<file path="config.mk">
export PLATFORM = sky130hd
export DESIGN_NAME = interface_mode_selector
export DESIGN_NICKNAME = d
export VERILOG_FILES = /design/src/logic/ims_pkg.sv /design/src/logic/interface_mode_selector.sv /design/src/logic/wake_pulse_classifier.sv
export SDC_FILE = /design/constraint.sdc
export NUM_CORES = 1
export LEC_CHECK = 0
export BUFFER_PORTS_ARGS = -buffer_cell sky130_fd_sc_hd__buf_2
export CORE_UTILIZATION = 43
export CTS_CLUSTER_DIAMETER = 80
export DETAILED_ROUTE_END_ITERATION = 8
export PLACE_DENSITY_LB_ADDON = 0.1
export SYNTH_ARGS = -nofsm -noshare
export SYNTH_HDL_FRONTEND = slang
export SYNTH_SLANG_ARGS = --single-unit
</file>
<file path="constraint.sdc">
create_clock -name clk -period 4.34 [get_ports clk]
set_clock_uncertainty 0.2 [all_clocks]
set_input_delay 0.651 -clock clk [delete_from_list [all_inputs] [get_ports clk]]
set_output_delay 0.651 -clock clk [all_outputs]
set_load 0.01 [all_outputs]
</file>
<file path="src/logic/ims_pkg.sv">
package ims_pkg;

    // ---------------------------------------------------------------
    // timing
    // ---------------------------------------------------------------
    localparam int CLK_PERIOD_NS  = 4;
    localparam int FLUSH_PULSE_NS = 250;
    localparam int WAKE_PULSE_MS  = 20;
    // least time, rounded up
    localparam int FLUSH_CYCLES   = (FLUSH_PULSE_NS + CLK_PERIOD_NS - 1) / CLK_PERIOD_NS;
    localparam int WAKE_CYCLES    = WAKE_PULSE_MS * 1000000 / CLK_PERIOD_NS;
    localparam logic [6:0] CFG_TIMEOUT = 7'h40;

    // ---------------------------------------------------------------
    // register map
    // ---------------------------------------------------------------
    localparam logic [7:0] ADDR_STATUS  = 8'h00;
    localparam logic [7:0] ADDR_BITMODE = 8'h04;
    localparam logic [7:0] ADDR_CONTROL = 8'h08;
    localparam logic [7:0] ADDR_PAD     = 8'h0C;
    localparam int CTRL_FSR_BIT = 0;

    // ---------------------------------------------------------------
    // configuration word layout
    // ---------------------------------------------------------------
    localparam logic [7:0]  CFG_WORD_ADDR = 8'h00;
    localparam logic [15:0] CFG_BLANK     = 16'hFFFF;
    localparam int CFG_MODE_LSB     = 0;
    localparam int CFG_MODE_W       = 3;
    localparam int CFG_DRIVE_LSB    = 3;
    localparam int CFG_SLEW_BIT     = 5;
    localparam int CFG_SCHMITT_BIT  = 6;
    localparam int CFG_PULLDOWN_BIT = 7;
    localparam logic [2:0] CFG_UART        = 3'h0;
    localparam logic [2:0] CFG_ASYNC_FIFO  = 3'h1;
    localparam logic [2:0] CFG_CPU_FIFO    = 3'h2;
    localparam logic [2:0] CFG_HALF_DUPLEX = 3'h3;
    localparam logic [2:0] CFG_FAST_SERIAL = 3'h4;
    localparam logic [1:0] DRIVE_DEFAULT   = 2'h0;

    // ---------------------------------------------------------------
    // host bit-mode command values
    // ---------------------------------------------------------------
    localparam logic [7:0] CMD_RESET      = 8'h00;
    localparam logic [7:0] CMD_ASYNC_BB   = 8'h01;
    localparam logic [7:0] CMD_ENGINE     = 8'h02;
    localparam logic [7:0] CMD_SYNC_BB    = 8'h04;
    localparam logic [7:0] CMD_SYNC_FIFO  = 8'h40;

    typedef enum logic [3:0] {
        MODE_UART, MODE_ASYNC_FIFO, MODE_SYNC_FIFO, MODE_CPU_FIFO,
        MODE_HALF_DUPLEX, MODE_FAST_SERIAL, MODE_ASYNC_BITBANG,
        MODE_SYNC_BITBANG, MODE_SERIAL_ENGINE
    } mode_t;

    // stored mode field to operating mode; blank or unknown gives uart
    function automatic mode_t cfgMode(input logic [15:0] w);
        mode_t m;
        m = MODE_UART;
        if (w != CFG_BLANK)
        begin
            case (w[CFG_MODE_LSB +: CFG_MODE_W])
                CFG_ASYNC_FIFO:  m = MODE_ASYNC_FIFO;
                CFG_CPU_FIFO:    m = MODE_CPU_FIFO;
                CFG_HALF_DUPLEX: m = MODE_HALF_DUPLEX;
                CFG_FAST_SERIAL: m = MODE_FAST_SERIAL;
                default:         m = MODE_UART;
            endcase
        end
        return m;
    endfunction

endpackage

</file>
<file path="src/logic/interface_mode_selector.sv">
// Local design decisions: the plain strobed port and the register addresses.
`timescale 1ns/10ps
// How it works
// - uart is the mode whenever nothing else was chosen
// - after reset the config word is read and its mode applied
// - stored modes: uart, async fifo, cpu fifo, half-duplex, fast serial
// - host command picks async bitbang, sync bitbang or serial engine
// - command 0x40 in parallel fifo mode selects synchronous fifo
// - synchronous fifo only when the stored mode is parallel fifo
// - pad drive, slew and schmitt come from the config word
// - host may reset fast serial controller; mode only from config
// - pull-down option blocks wake from the send/wake pin
// - in uart mode the ring indicator is the wake input
module interface_mode_selector
    import ims_pkg::*;
#(
    parameter int WAKE_CNT = WAKE_CYCLES
)
(
    input  wire logic        clk,
    input  wire logic        rst_b,
    input  wire logic [7:0]  regAddr,
    input  wire logic [31:0] regWrData,
    input  wire logic        regWrite,
    input  wire logic        regRead,
    output logic      [31:0] regRdData,
    input  wire logic        cfgPresent,
    output logic             cfgRead,
    output logic      [7:0]  cfgAddr,
    input  wire logic [15:0] cfgData,
    input  wire logic        cfgDataValid,
    input  wire logic        usbConfigured,
    input  wire logic        usbSuspended,
    input  wire logic        send_now_wake_n,
    input  wire logic        ring_indicate_n,
    output logic      [3:0]  modeSel,
    output logic             modeReady,
    output logic      [1:0]  padDrive,
    output logic             padSlowSlew,
    output logic             padSchmitt,
    output logic             fastSerialReset,
    output logic             sendImmediate,
    output logic             remoteWake
);
    initial
    begin
        if (WAKE_CNT <= FLUSH_CYCLES)
            $error("WAKE_CNT too small");
    end

    typedef enum {LD_START, LD_REQ, LD_WAIT, LD_DONE} load_t;

    load_t       ld_q;
    logic [6:0]  tmo_q;
    logic        loaded_q;
    logic        fallback_q;
    logic        refused_q;
    mode_t       mode_q;
    mode_t       base_q;
    logic [7:0]  lastCmd_q;
    logic [1:0]  drive_q;
    logic        slew_q;
    logic        schmitt_q;
    logic        pullDown_q;
    logic        fsr_q;
    logic        flush_q;
    logic        wake_q;
    logic        ringPrev_q;
    logic [31:0] rd_q;

    // ---------------------------------------------------------------
    // config word decode
    // ---------------------------------------------------------------
    wire   blank    = (cfgData == CFG_BLANK);
    wire   gotWord  = (ld_q == LD_WAIT) && cfgDataValid;
    wire   timedOut = (ld_q == LD_WAIT) && !cfgDataValid && (tmo_q == CFG_TIMEOUT);
    wire   noMemory = (ld_q == LD_START) && !cfgPresent;
    mode_t wordMode;
    assign wordMode = cfgMode(cfgData);

    // ---------------------------------------------------------------
    // host command decode
    // ---------------------------------------------------------------
    wire [7:0] cmdValue = regWrData[7:0];
    wire cmdWrite   = regWrite && (regAddr == ADDR_BITMODE);
    wire ctrlWrite  = regWrite && (regAddr == ADDR_CONTROL);
    wire hostReady  = loaded_q && usbConfigured;
    wire cmdSyncOk  = (base_q == MODE_ASYNC_FIFO);
    wire cmdKnown   = (cmdValue == CMD_RESET) || (cmdValue == CMD_ASYNC_BB)
                   || (cmdValue == CMD_SYNC_BB) || (cmdValue == CMD_ENGINE)
                   || ((cmdValue == CMD_SYNC_FIFO) && cmdSyncOk);
    wire cmdAccept  = cmdWrite && hostReady && cmdKnown;
    mode_t cmdTarget;
    // the reset command returns to whatever the config word chose
    assign cmdTarget = (cmdValue == CMD_ASYNC_BB)  ? MODE_ASYNC_BITBANG :
                       (cmdValue == CMD_SYNC_BB)   ? MODE_SYNC_BITBANG  :
                       (cmdValue == CMD_ENGINE)    ? MODE_SERIAL_ENGINE :
                       (cmdValue == CMD_SYNC_FIFO) ? MODE_SYNC_FIFO     :
                       base_q;
    // fast serial can be reset by the host but never selected by it
    wire fsrReq = ctrlWrite && regWrData[CTRL_FSR_BIT] && hostReady
               && (mode_q == MODE_FAST_SERIAL);

    // ---------------------------------------------------------------
    // loader state machine
    // ---------------------------------------------------------------
    always_ff @(posedge clk)
    begin
        if (!rst_b)
        begin
            ld_q  <= LD_START;
            tmo_q <= '0;
        end
        else
        begin
            case (ld_q)
                LD_START: ld_q <= cfgPresent ? LD_REQ : LD_DONE;
                LD_REQ:   ld_q <= LD_WAIT;
                LD_WAIT:
                begin
                    tmo_q <= tmo_q + 7'h01;
                    if (gotWord || timedOut)
                        ld_q <= LD_DONE;
                end
                LD_DONE:  ld_q <= LD_DONE;
                default:  ld_q <= LD_START;
            endcase
        end
    end

    // ---------------------------------------------------------------
    // mode and pad state
    // ---------------------------------------------------------------
    always_ff @(posedge clk)
    begin
        if (!rst_b)
        begin
            loaded_q   <= 1'b0;
            fallback_q <= 1'b0;
            mode_q     <= MODE_UART;
            base_q     <= MODE_UART;
            drive_q    <= DRIVE_DEFAULT;
            slew_q     <= 1'b0;
            schmitt_q  <= 1'b0;
            pullDown_q <= 1'b0;
        end
        else if (gotWord)
        begin
            loaded_q   <= 1'b1;
            fallback_q <= blank;
            mode_q     <= wordMode;
            base_q     <= wordMode;
            drive_q    <= blank ? DRIVE_DEFAULT
                                : cfgData[CFG_DRIVE_LSB +: 2];
            slew_q     <= !blank && cfgData[CFG_SLEW_BIT];
            schmitt_q  <= !blank && cfgData[CFG_SCHMITT_BIT];
            pullDown_q <= !blank && cfgData[CFG_PULLDOWN_BIT];
        end
        else if (timedOut || noMemory)
        begin
            loaded_q   <= 1'b1; // defaults already in place from reset
            fallback_q <= 1'b1;
        end
        else if (cmdAccept)
            mode_q <= cmdTarget;
    end

    // ---------------------------------------------------------------
    // register read selection
    // ---------------------------------------------------------------
    wire [31:0] rdMux =
        (regAddr == ADDR_STATUS)  ? {25'h0, refused_q, fallback_q, loaded_q, mode_q} :
        (regAddr == ADDR_BITMODE) ? {24'h0, lastCmd_q} :
        (regAddr == ADDR_PAD)     ? {27'h0, pullDown_q, schmitt_q, slew_q, drive_q} :
        32'h0;

    // ---------------------------------------------------------------
    // command bookkeeping, pulses and read data
    // ---------------------------------------------------------------
    always_ff @(posedge clk)
    begin
        if (!rst_b)
        begin
            refused_q  <= 1'b0;
            lastCmd_q  <= CMD_RESET;
            fsr_q      <= 1'b0;
            rd_q       <= '0;
        end
        else
        begin
            if (cmdWrite)
            begin
                refused_q <= !cmdAccept;
                lastCmd_q <= cmdValue;
            end
            fsr_q <= fsrReq;
            rd_q  <= regRead ? rdMux : '0;
        end
    end

    // ---------------------------------------------------------------
    // wake and flush from the pins
    // ---------------------------------------------------------------
    // the send/wake pin only serves fifo and bitbang modes
    wire pinActive = loaded_q && (mode_q != MODE_UART) && (mode_q != MODE_FAST_SERIAL)
                  && (mode_q != MODE_HALF_DUPLEX) && (mode_q != MODE_SERIAL_ENGINE);
    wire pinFlush;
    wire pinWake;
    wire ringFall  = ringPrev_q && !ring_indicate_n;
    wire isUart    = (mode_q == MODE_UART);
    wire wakeCause = isUart ? ringFall
                            : (pinWake && !pullDown_q);

    wake_pulse_classifier #(
        .WAKE_CNT (WAKE_CNT)
    ) u_classify (
        .clk        (clk),
        .rst_b      (rst_b),
        .pinLow     (pinActive && !send_now_wake_n),
        .flushPulse (pinFlush),
        .wakePulse  (pinWake)
    );

    always_ff @(posedge clk)
    begin
        if (!rst_b)
        begin
            ringPrev_q <= 1'b1;
            flush_q    <= 1'b0;
            wake_q     <= 1'b0;
        end
        else
        begin
            ringPrev_q <= ring_indicate_n;
            flush_q    <= pinFlush && !usbSuspended;
            wake_q     <= usbSuspended && loaded_q && wakeCause;
        end
    end

    assign regRdData       = rd_q;
    assign cfgRead         = (ld_q == LD_REQ);
    assign cfgAddr         = CFG_WORD_ADDR;
    assign modeSel         = mode_q;
    assign modeReady       = loaded_q;
    assign padDrive        = drive_q;
    assign padSlowSlew     = slew_q;
    assign padSchmitt      = schmitt_q;
    assign fastSerialReset = fsr_q;
    assign sendImmediate   = flush_q;
    assign remoteWake      = wake_q;

    // ---------------------------------------------------------------
    // checks
    // ---------------------------------------------------------------
    property p_fallback_uart;
        @(posedge clk) disable iff (!rst_b)
        $rose(loaded_q) && fallback_q |-> mode_q == MODE_UART && drive_q == DRIVE_DEFAULT
                                         && !slew_q && !schmitt_q;
    endproperty
    a_fallback_uart: assert property (p_fallback_uart)
        else $error("fallback did not give uart with default pads");

    property p_load_word;
        @(posedge clk) disable iff (!rst_b)
        gotWord |=> loaded_q && mode_q == $past(wordMode) && base_q == mode_q;
    endproperty
    a_load_word: assert property (p_load_word)
        else $error("config word not applied");

    property p_stored_set;
        @(posedge clk) disable iff (!rst_b)
        $rose(loaded_q) |-> mode_q inside {MODE_UART, MODE_ASYNC_FIFO, MODE_CPU_FIFO,
                                           MODE_HALF_DUPLEX, MODE_FAST_SERIAL};
    endproperty
    a_stored_set: assert property (p_stored_set)
        else $error("config produced a host-only mode");

    property p_sync_cmd;
        @(posedge clk) disable iff (!rst_b)
        cmdWrite && hostReady && cmdValue == CMD_SYNC_FIFO && base_q == MODE_ASYNC_FIFO
        |=> mode_q == MODE_SYNC_FIFO ##1 mode_q == MODE_SYNC_FIFO || $past(cmdAccept);
    endproperty
    a_sync_cmd: assert property (p_sync_cmd)
        else $error("sync fifo command not taken");

    property p_sync_needs_cfg;
        @(posedge clk) disable iff (!rst_b)
        mode_q == MODE_SYNC_FIFO |-> base_q == MODE_ASYNC_FIFO;
    endproperty
    a_sync_needs_cfg: assert property (p_sync_needs_cfg)
        else $error("sync fifo without stored parallel fifo");

    property p_pads_hold;
        @(posedge clk) disable iff (!rst_b)
        loaded_q |=> $stable(drive_q) && $stable(slew_q) && $stable(schmitt_q);
    endproperty
    a_pads_hold: assert property (p_pads_hold)
        else $error("pad settings changed after load");

    property p_fsr;
        @(posedge clk) disable iff (!rst_b)
        fastSerialReset |-> mode_q == MODE_FAST_SERIAL && base_q == MODE_FAST_SERIAL;
    endproperty
    a_fsr: assert property (p_fsr)
        else $error("fast serial reset outside fast serial mode");

    property p_wake_src;
        @(posedge clk) disable iff (!rst_b)
        remoteWake |-> $past(usbSuspended) && ($past(isUart) ? $past(ringFall)
                                             : ($past(pinWake) && !$past(pullDown_q)));
    endproperty
    a_wake_src: assert property (p_wake_src)
        else $error("wake from a blocked or wrong source");

    property p_mode_stable;
        @(posedge clk) disable iff (!rst_b)
        loaded_q && !cmdAccept |=> $stable(mode_q);
    endproperty
    a_mode_stable: assert property (p_mode_stable)
        else $error("mode changed without a command");

endmodule // interface_mode_selector

</file>
<file path="src/logic/wake_pulse_classifier.sv">
`timescale 1ns/10ps
// ---------------------------------------------------------------
// measures low pulses on the wake pin: ones of at least FLUSH_CYCLES flush, long wake
// ---------------------------------------------------------------
module wake_pulse_classifier
    import ims_pkg::*;
#(
    parameter int WAKE_CNT = WAKE_CYCLES,
    parameter int CNT_W    = 23
)
(
    input  wire logic clk,
    input  wire logic rst_b,
    input  wire logic pinLow,
    output logic      flushPulse,
    output logic      wakePulse
);
    initial
    begin
        if (WAKE_CNT <= FLUSH_CYCLES || WAKE_CNT >= (1 << CNT_W))
            $error("wake count must exceed flush count and fit CNT_W");
    end

    logic [CNT_W-1:0] lowCnt_q;
    logic             woke_q;
    logic             flush_q;
    logic             wake_q;

    // counter saturates so a held pin cannot wrap into a false flush
    wire atWake  = (lowCnt_q == CNT_W'(WAKE_CNT - 1));
    wire longLow = (lowCnt_q >= CNT_W'(FLUSH_CYCLES));

    // ---------------------------------------------------------------
    // pulse measurement
    // ---------------------------------------------------------------
    always_ff @(posedge clk)
    begin
        if (!rst_b)
        begin
            lowCnt_q <= '0;
            woke_q   <= 1'b0;
            flush_q  <= 1'b0;
            wake_q   <= 1'b0;
        end
        else
        begin
            flush_q <= !pinLow && longLow && !woke_q;
            wake_q  <= pinLow && atWake && !woke_q;
            if (pinLow && atWake)
                woke_q <= 1'b1;
            else if (!pinLow)
                woke_q <= 1'b0;
            if (!pinLow)
                lowCnt_q <= '0;
            else if (!atWake)
                lowCnt_q <= lowCnt_q + 1'b1;
        end
    end

    assign flushPulse = flush_q;
    assign wakePulse  = wake_q;

    property p_flush_len;
        @(posedge clk) disable iff (!rst_b)
        flush_q |-> $past(longLow, 1) && !$past(pinLow, 1);
    endproperty
    a_flush_len: assert property (p_flush_len)
        else $error("flush without a long enough low pulse");

endmodule // wake_pulse_classifier

</file>
==> results of run 1 <==
-- power by group through the flow --
stage                     registers (mW)  logic [mW]  clock network [mW]
after floorplan                    0.679      0.0913                   0
final                              0.666       0.111               0.637
after global placement             0.680       0.109                   0
after CTS                          0.666       0.111               0.657
after detailed placement           0.681       0.111                   0
after global routing               0.667       0.125               0.687
-- routing by layer --
metal | routed length (um) | global-route usage (%) | up-vias
li1 | - | - | 1503
met1 | 3416 | 22.59 | 1369
met2 | 3459 | 30.47 | 79
met3 | 379 | 5.638 | 11
met4 | 105 | 6.380 | 0
met5 | 0 | 0 | -
-- worst paths after layout --
path | endpoint | slack, ns
max | modeSel[2] | 1.86
min | regRdData[7] | 0.24
max reg2reg | modeSel[2] | 1.86
min reg2reg | regRdData[7] | 0.24
-- worst max-delay path: stages, from the launching register on --
cell and delay [ns]:
dfxtp_1 0.41, nor2b_1 0.47, nand2_1 0.37, nor2_1 0.53
o21ai_1 0.21, a31oi_1 0.20
-- kinds of logic (layout without fill, tap and decap cells) --
| logic type | count (synthesis) | after routing | synth area share [%] |
|---|---|---|---|
| AND/OR/NAND/NOR | 173 | 173 | 26.31 |
| flip-flops | 70 | 70 | 40.14 |
| AO/OA/AOI/OAI | 66 | 66 | 11.97 |
| buffers and inverters | 58 | 89 | 9.749 |
| XOR/XNOR | 21 | 21 | 5.269 |
| multiplexers | 16 | 16 | 4.803 |
| adder cells (fa/ha/maj) | 5 | 5 | 1.649 |
| other | 1 | 32 | 0.1074 |
-- per-stage QoR --
step / std cells / setup WS [ns] / power (mW) / util [%]
floorplan: 441 / 2.124 / 0.7699 / -
global placement: 558 / 1.728 / 0.7897 / 48.03
detailed placement: 558 / 1.664 / 0.7913 / 48.03
CTS: 574 / 1.828 / 1.434 / 51.19
global route: 574 / 1.565 / 1.479 / 51.19
finish: 574 / 1.864 / 1.414 / 51.19
-- state kept, by name (all words and copies together), names as in the netlist --
register / cells
u_classify.flushPulse: 1
modeSel: 4
sendImmediate: 1
u_classify.wakePulse: 1
u_classify.lowCnt_q: 23
u_classify.woke_q: 1
tmo_q: 7
padDrive: 2
lastCmd_q: 8
padSchmitt: 1
padSlowSlew: 1
regRdData: 8
pullDown_q: 1
base_q: 3
ringPrev_q: 1
fastSerialReset: 1
refused_q: 1
remoteWake: 1
fallback_q: 1
modeReady: 1
ld_q: 2
-- layout by cell type, fill, tap and decap left out, types with 6 or more instances in the layout --
cell	instances
dfxtp_1	70
mux2_2	6
o21ai_0	10
nand2_1	35
a31oi_1	9
inv_1	10
a21oi_1	20
nor3_1	10
or3_1	6
and3_1	6
xnor2_1	16
conb_1	32
clkbuf_8	10
nor2_1	47
nand4_1	10
nor4_1	9
buf_2	62
nand3_1	14
mux2i_1	10
-- layout make-up --
type                       count  share of cell area (%)
timing repair buffer          63                   7.952
tap                          102                   3.193
clock inverter                 6                   2.724
inverter                      10                  0.9393
sequential                    70                   35.07
clock buffer                  10                   3.444
multi-input combinational    313                   46.68
==> metrics.md, run 1 <==
| Metric | Value |
|---|---|
| Status | finished, final reports clean |
| Cells after synthesis | 410 |
| Area contributors post-synth | dfxtp_1, buf_4, nor2_1 |
| Hold Startpoint | lastCmd_q[7] |
| Comb power frac | 7.8% |
| Fin crit period | 2.476 ns |
| Antenna viol nets, final | 0 |
| Vias in the first global route | ~2600 |
| CTS tree | yes |
| Num CTS Buffers | 9 |
| CTS H-Tree Depth | 3 |
| Post-synthesis cell type count | 59 |
| Remaining DRCs | 0 |
| R2R depth | 5 |
| Post-CTS setup buffers | 0 |
| Peak supply drop | about 0.21 mV |
| Worst hold margin | 0.2367 ns |
| Hold Crit Depth | 2 |
| Count leader, synth | dfxtp_1 |
| Die H | 92.10 um |
| Max-capacitance violation count | 0 |
| Setup Viol. Count Final | 0 |
| Routed len/inst | 12.82 um |
| I/O Buffers | 62 |
| Drt initial violations | 129 |
| Crit path launch type | flop |
| Multi-input gate area | 1866 sq um |
| Area delta synth->final | 14.48% |
| Final period util | 57.04% |
| Initial cell density of the core | 44.71% |
| Overall die width | 92.10 um |
| Mapped Avg Cell Area | ~8.5 sq um |
| Placed instance area | 3750 sq um |
| RR Startpoint | ld_q[1] |
| Number of top-level pins | 119 |
| RSZ-0062 raised after global routing | false |
| Finished Cell Area | 3996 sq um |
| Slew Viols, Final | 0 |
| Switching Fraction | between 20% and 30% |
| Routability cong. | 0.7386 |
| Crit-path max FO | 10 |
| Synthesized cell area | ~3500 sq um |
| # diodes | 0 |
| Number of synthesized flops with an enable pin | 0 |
| Worst EP arrival | 2.55 ns |
| Crit path launch | ld_q[1] |
| Area leader, netlist | dfxtp_1 |
| Tightest Pin Transition | between 0.9 and 1 ns |
| #FFs+latches synth | 70 |
| Worst skew pair latency | 0.34 ns |
| Share of cells above drive strength 1 | 20.13% |
| CTS resizes | 0 |
| Reg area | 1401 sq um |
| Fmax | approximately 400 MHz |
| YS warnings | 0 |
| Core Rows | 32 |
| Initial antenna violation count | 0 |
| Final wirelength | 7.361 mm |
| CTS sink count | 70 |
| Worst EP required | 4.41 ns |
| Static leakage | between 1.5 and 2 nW |
| CP Capture Type | flop |
| GR Util All Layers | 18.42% |
| GRT Residual Overflow | 0 |
| Largest net degree at the start of global routing | 30 |
| First-pass GRT wire length | ~12 mm |
| Root buffer cell | clkbuf_8 |
| Worst setup path category | flop to flop |
| HPWL Detailed | 5.469 mm |
| Nets@finish | approximately 540 |
| Seq/Total Area, Yosys | around two fifths |
| Power Density | 353.8 nW/um^2 |
| DR vias | 2962 |
| Hold Vio Cnt, Final | 0 |
| Slew Limit Headroom | 39.89% |
| Int Pwr | approximately 1.1 mW |
| Hold Crit Class | flop to flop |
| Net Sw Power | 0.3227 mW |
| Clk slew on worst S/H paths | approximately 0.070 ns |
| CTS Buffer Depth | 2 |
| Top cell types by occurrence after synthesis | dfxtp_1, nor2_1, nand2_1 |
| Die area | 8482 sq um |
| DR pass1 iterations | 4 |
| DR vias/cell | 5.160 |
| Clock share of power | 45.0% |
| Asr flop ratio synth | 0% |
| Top_reg_cell synth | dfxtp_1 |
| Sequential group share of total power | 47.1% |
| Core region area | 7807 sq um |
| Final TNS setup | 0 ns |
| CTS Hold Bufs | 0 |
| Share of the synthesized area in the top cell type | 40.14% |
| Fillcell total | 795 |
No activity file was read; power rests on OpenSTA's default activity.
==> inputs of run 2 (changes only) <==
Settings changed: ABC_AREA from default to 1.
Clock period 4.34 ns to 2.36 ns, I/O delays scaled along.
==> run 2 against run 1 <==
  * Combinational power grew 89%
  * Sequential share of layout area shrank 1.9 points
  * Total power grew 69%
  * Non-clock buffer count grew 6
  * Fmax grew 25%
  * Sequential cell count is the same
  * Wire length grew 17%
  * Synthesized cell count grew 33%
  * Cell count grew 26%
  * First-iteration DRC count grew 22%
  * Register-to-register slack lost 1.5 ns
  * Worst setup slack lost 1.5 ns
  * Critical path type unchanged
  * Critical endpoint is now u_classify.lowCnt_q[1]
  * Highest routed layer unchanged
==> metrics.md, run 2 <==
| Metric | Value |
|---|---|
| Slew Limit Headroom | 66.24% |
| Routed len/inst | around 12 um |
| Vias in the first global route | 3077 |
| I/O Buffers | 62 |
| Max-capacitance violation count | 0 |
| Reg area | 1401 sq um |
| Share of the synthesized area in the top cell type | 38.00% |
| YS warnings | 0 |
| Fmax | 506.8 MHz |
| Peak supply drop | 0.3401 mV |
| Finished Cell Area | approximately 4200 sq um |
| Root buffer cell | clkbuf_8 |
| Final wirelength | 8.577 mm |
| Final period util | 83.61% |
| Largest Register | u_classify.lowCnt_q |
| Tightest Pin Transition | 0.5017 ns |
| Area delta synth->final | 14.46% |
| Setup Viol. Count Final | 0 |
| Slew Viols, Final | 0 |
| CTS tree | yes |
| Die H | 94.60 um |
| Remaining DRCs | 0 |
| Commonest non-fill, non-tap cell in the layout | nand2_1 |
| Post-Place Cells | between 700 and 800 |
| Share of cells above drive strength 1 | 15.97% |
| Overall die width | 94.60 um |
| Final core utilization | roughly half |
| Worst EP required | 2.38 ns |
| Asr flop ratio synth | 0% |
| Placed instance area | 4013 sq um |
| Initial antenna violation count | 0 |
| Initial cell density of the core | 44.65% |
| Number of top-level pins | 119 |
| Post-synthesis cell type count | 35 |
| GRT Residual Overflow | 0 |
| CTS H-Tree Depth | 3 |
| Largest net degree at the start of global routing | 19 |
| Core Rows | 33 |
| Highest metal used | met4 |
| Area contributors post-synth | dfxtp_1, nand2_1, inv_1 |
| DR vias/cell | 4.846 |
| Seq/Total Area, Yosys | 38.00% |
| WL met2 | 3.717 mm |
| # diodes | 0 |
| M1 wire length | 4.259 mm |
| Hold Vio Cnt, Final | 0 |
| Fillcell total | 882 |
| Count leader, synth | nand2_1 |
| Routability cong. | 0.8551 |
| Worst EP arrival | 1.99 ns |
| Worst setup path category | flop to flop |
| Cells after synthesis | 544 |
| CTS sink count | 70 |
| Max reg flops | 23 |
| Most frequent cells in the layout | nand2_1, inv_1, dfxtp_1 |
| Fin crit period | 1.973 ns |
| Top_reg_cell synth | dfxtp_1 |
| Power Density | 566.2 nW/um^2 |
| CTS Buffer Depth | 2 |
| DR vias | 3513 |
| Num CTS Buffers | 9 |
| Mapped Avg Cell Area | 6.778 sq um |
| First-pass GRT wire length | about 14 mm |
| GR Util All Layers | 20.14% |
| Met3 routed WL | 476 um |
| HPWL Detailed | 6.632 mm |
| Nets@finish | 684 |
| Final TNS setup | 0 ns |
| Crit-path max FO | 6 |
| Worst skew pair latency | 0.34 ns |
| Hold Crit Class | input port to flop |
| Static leakage | 1.907 nW |
| Top cell types by occurrence after synthesis | nand2_1, inv_1, dfxtp_1 |
| Die area | between 8000 and 9000 sq um |
| CP Capture Type | flop |
| #FFs+latches synth | 70 |
| Synthesized cell area | 3687 sq um |
| R2R depth | 8 |
| Non-filler cells, final | ~730 |
| Multi-input gate area | 1817 sq um |
| Number of synthesized flops with an enable pin | 0 |
| Status | finished, final reports clean |
| Clk slew on worst S/H paths | 0.07 ns |
| Antenna viol nets, final | 0 |
| Hold Crit Depth | 2 |
| RSZ-0062 raised after global routing | false |
| Area leader, netlist | dfxtp_1 |
| Crit path launch type | flop |
| DR pass1 iterations | 5 |
| Drt initial violations | around 160 |
| Core region area | a little over 8000 sq um |
-- run 2: cell types whose count changed after synthesis, moves of 7 or more --
| cell | previous run | this run |
|---|---|---|
| nor3_1 | 10 | 18 |
| nor2_1 | 47 | 60 |
| clkbuf_1 | 14 | 4 |
| nand4_1 | 10 | 17 |
| a21oi_1 | 20 | 46 |
| nand3_1 | 14 | 34 |
| inv_1 | 10 | 79 |
| o21ai_0 | 10 | 25 |
| nand2_1 | 35 | 107 |
| xnor2_1 | 16 | 2 |
| mux2i_1 | 10 | 0 |
-- run 2: through the flow --
stage | hold WS [ns] | power (mW) | setup slack (ns)
2_1_floorplan | 0.1952 | 1.409 | 0.6747
3_3_place_gp | 0.2199 | 1.449 | 0.4506
3_5_place_dp | 0.2218 | 1.454 | 0.4042
4_1_cts | 0.01558 | 2.427 | 0.3878
5_1_grt | 0.03841 | 2.517 | 0.2296
6_report | 0.03452 | 2.389 | 0.3867
-- run 2: worst paths after layout --
path | start | endpoint | slack (ns)
worst max-delay path | u_classify.lowCnt_q[0] | u_classify.lowCnt_q[1] | 0.39
worst min-delay path | cfgPresent | ld_q[1] | 0.03
worst max register to register | u_classify.lowCnt_q[0] | u_classify.lowCnt_q[1] | 0.39
worst min register to register | u_classify.flushPulse | sendImmediate | 0.24
-- run 2: layout make-up --
cell class	instances	area share [%]
multi-input combinational	383	43.05
timing repair buffer	69	8.657
clock buffer	9	2.935
tap	105	3.113
clock inverter	7	1.749
inverter	82	7.293
sequential	70	33.20
-- run 2: what timing repair did --
item / in CTS / in global routing
hold endpoints to repair: 1 / 0
resized for setup: 0 / 0
hold buffers: 1 / 0
buffers inserted: 0 / 0
-- run 2: worst max-delay path, cell delays in order (launching register included) --
cell and delay (ns):
dfxtp_1 0.41, ha_1 0.22, nand2_1 0.10, nor2_1 0.18
nand2_1 0.13, inv_1 0.10, nand4_1 0.23, o21ai_0 0.23
a21oi_1 0.06
-- run 2: cell families (layout without fill, tap and decap cells) --
family	Yosys count	after routing	share of synthesized area, %
adders and majority gates	3	3	1.018
other	1	32	0.1017
AOI/OAI and AO/OA	83	83	11.94
buffers and inverters	122	167	15.88
DFF	70	70	38.00
xor gates and xnor gates	6	6	1.425
and+or+nand+nor	259	259	31.63
-- run 2: where the power goes --
| part | internal (mW) | switching (mW) |
|---|---|---|
| Sequential | 1.20 | 0.0172 |
| Clock | 0.492 | 0.470 |
| Combinational | 0.0738 | 0.136 |
-- run 2: metal layers --
metal	global-route usage (%)	up-vias
li1	-	1841
met1	27.87	1558
met2	31.29	102
met3	3.704	12
met4	6.944	0
met5	0	-
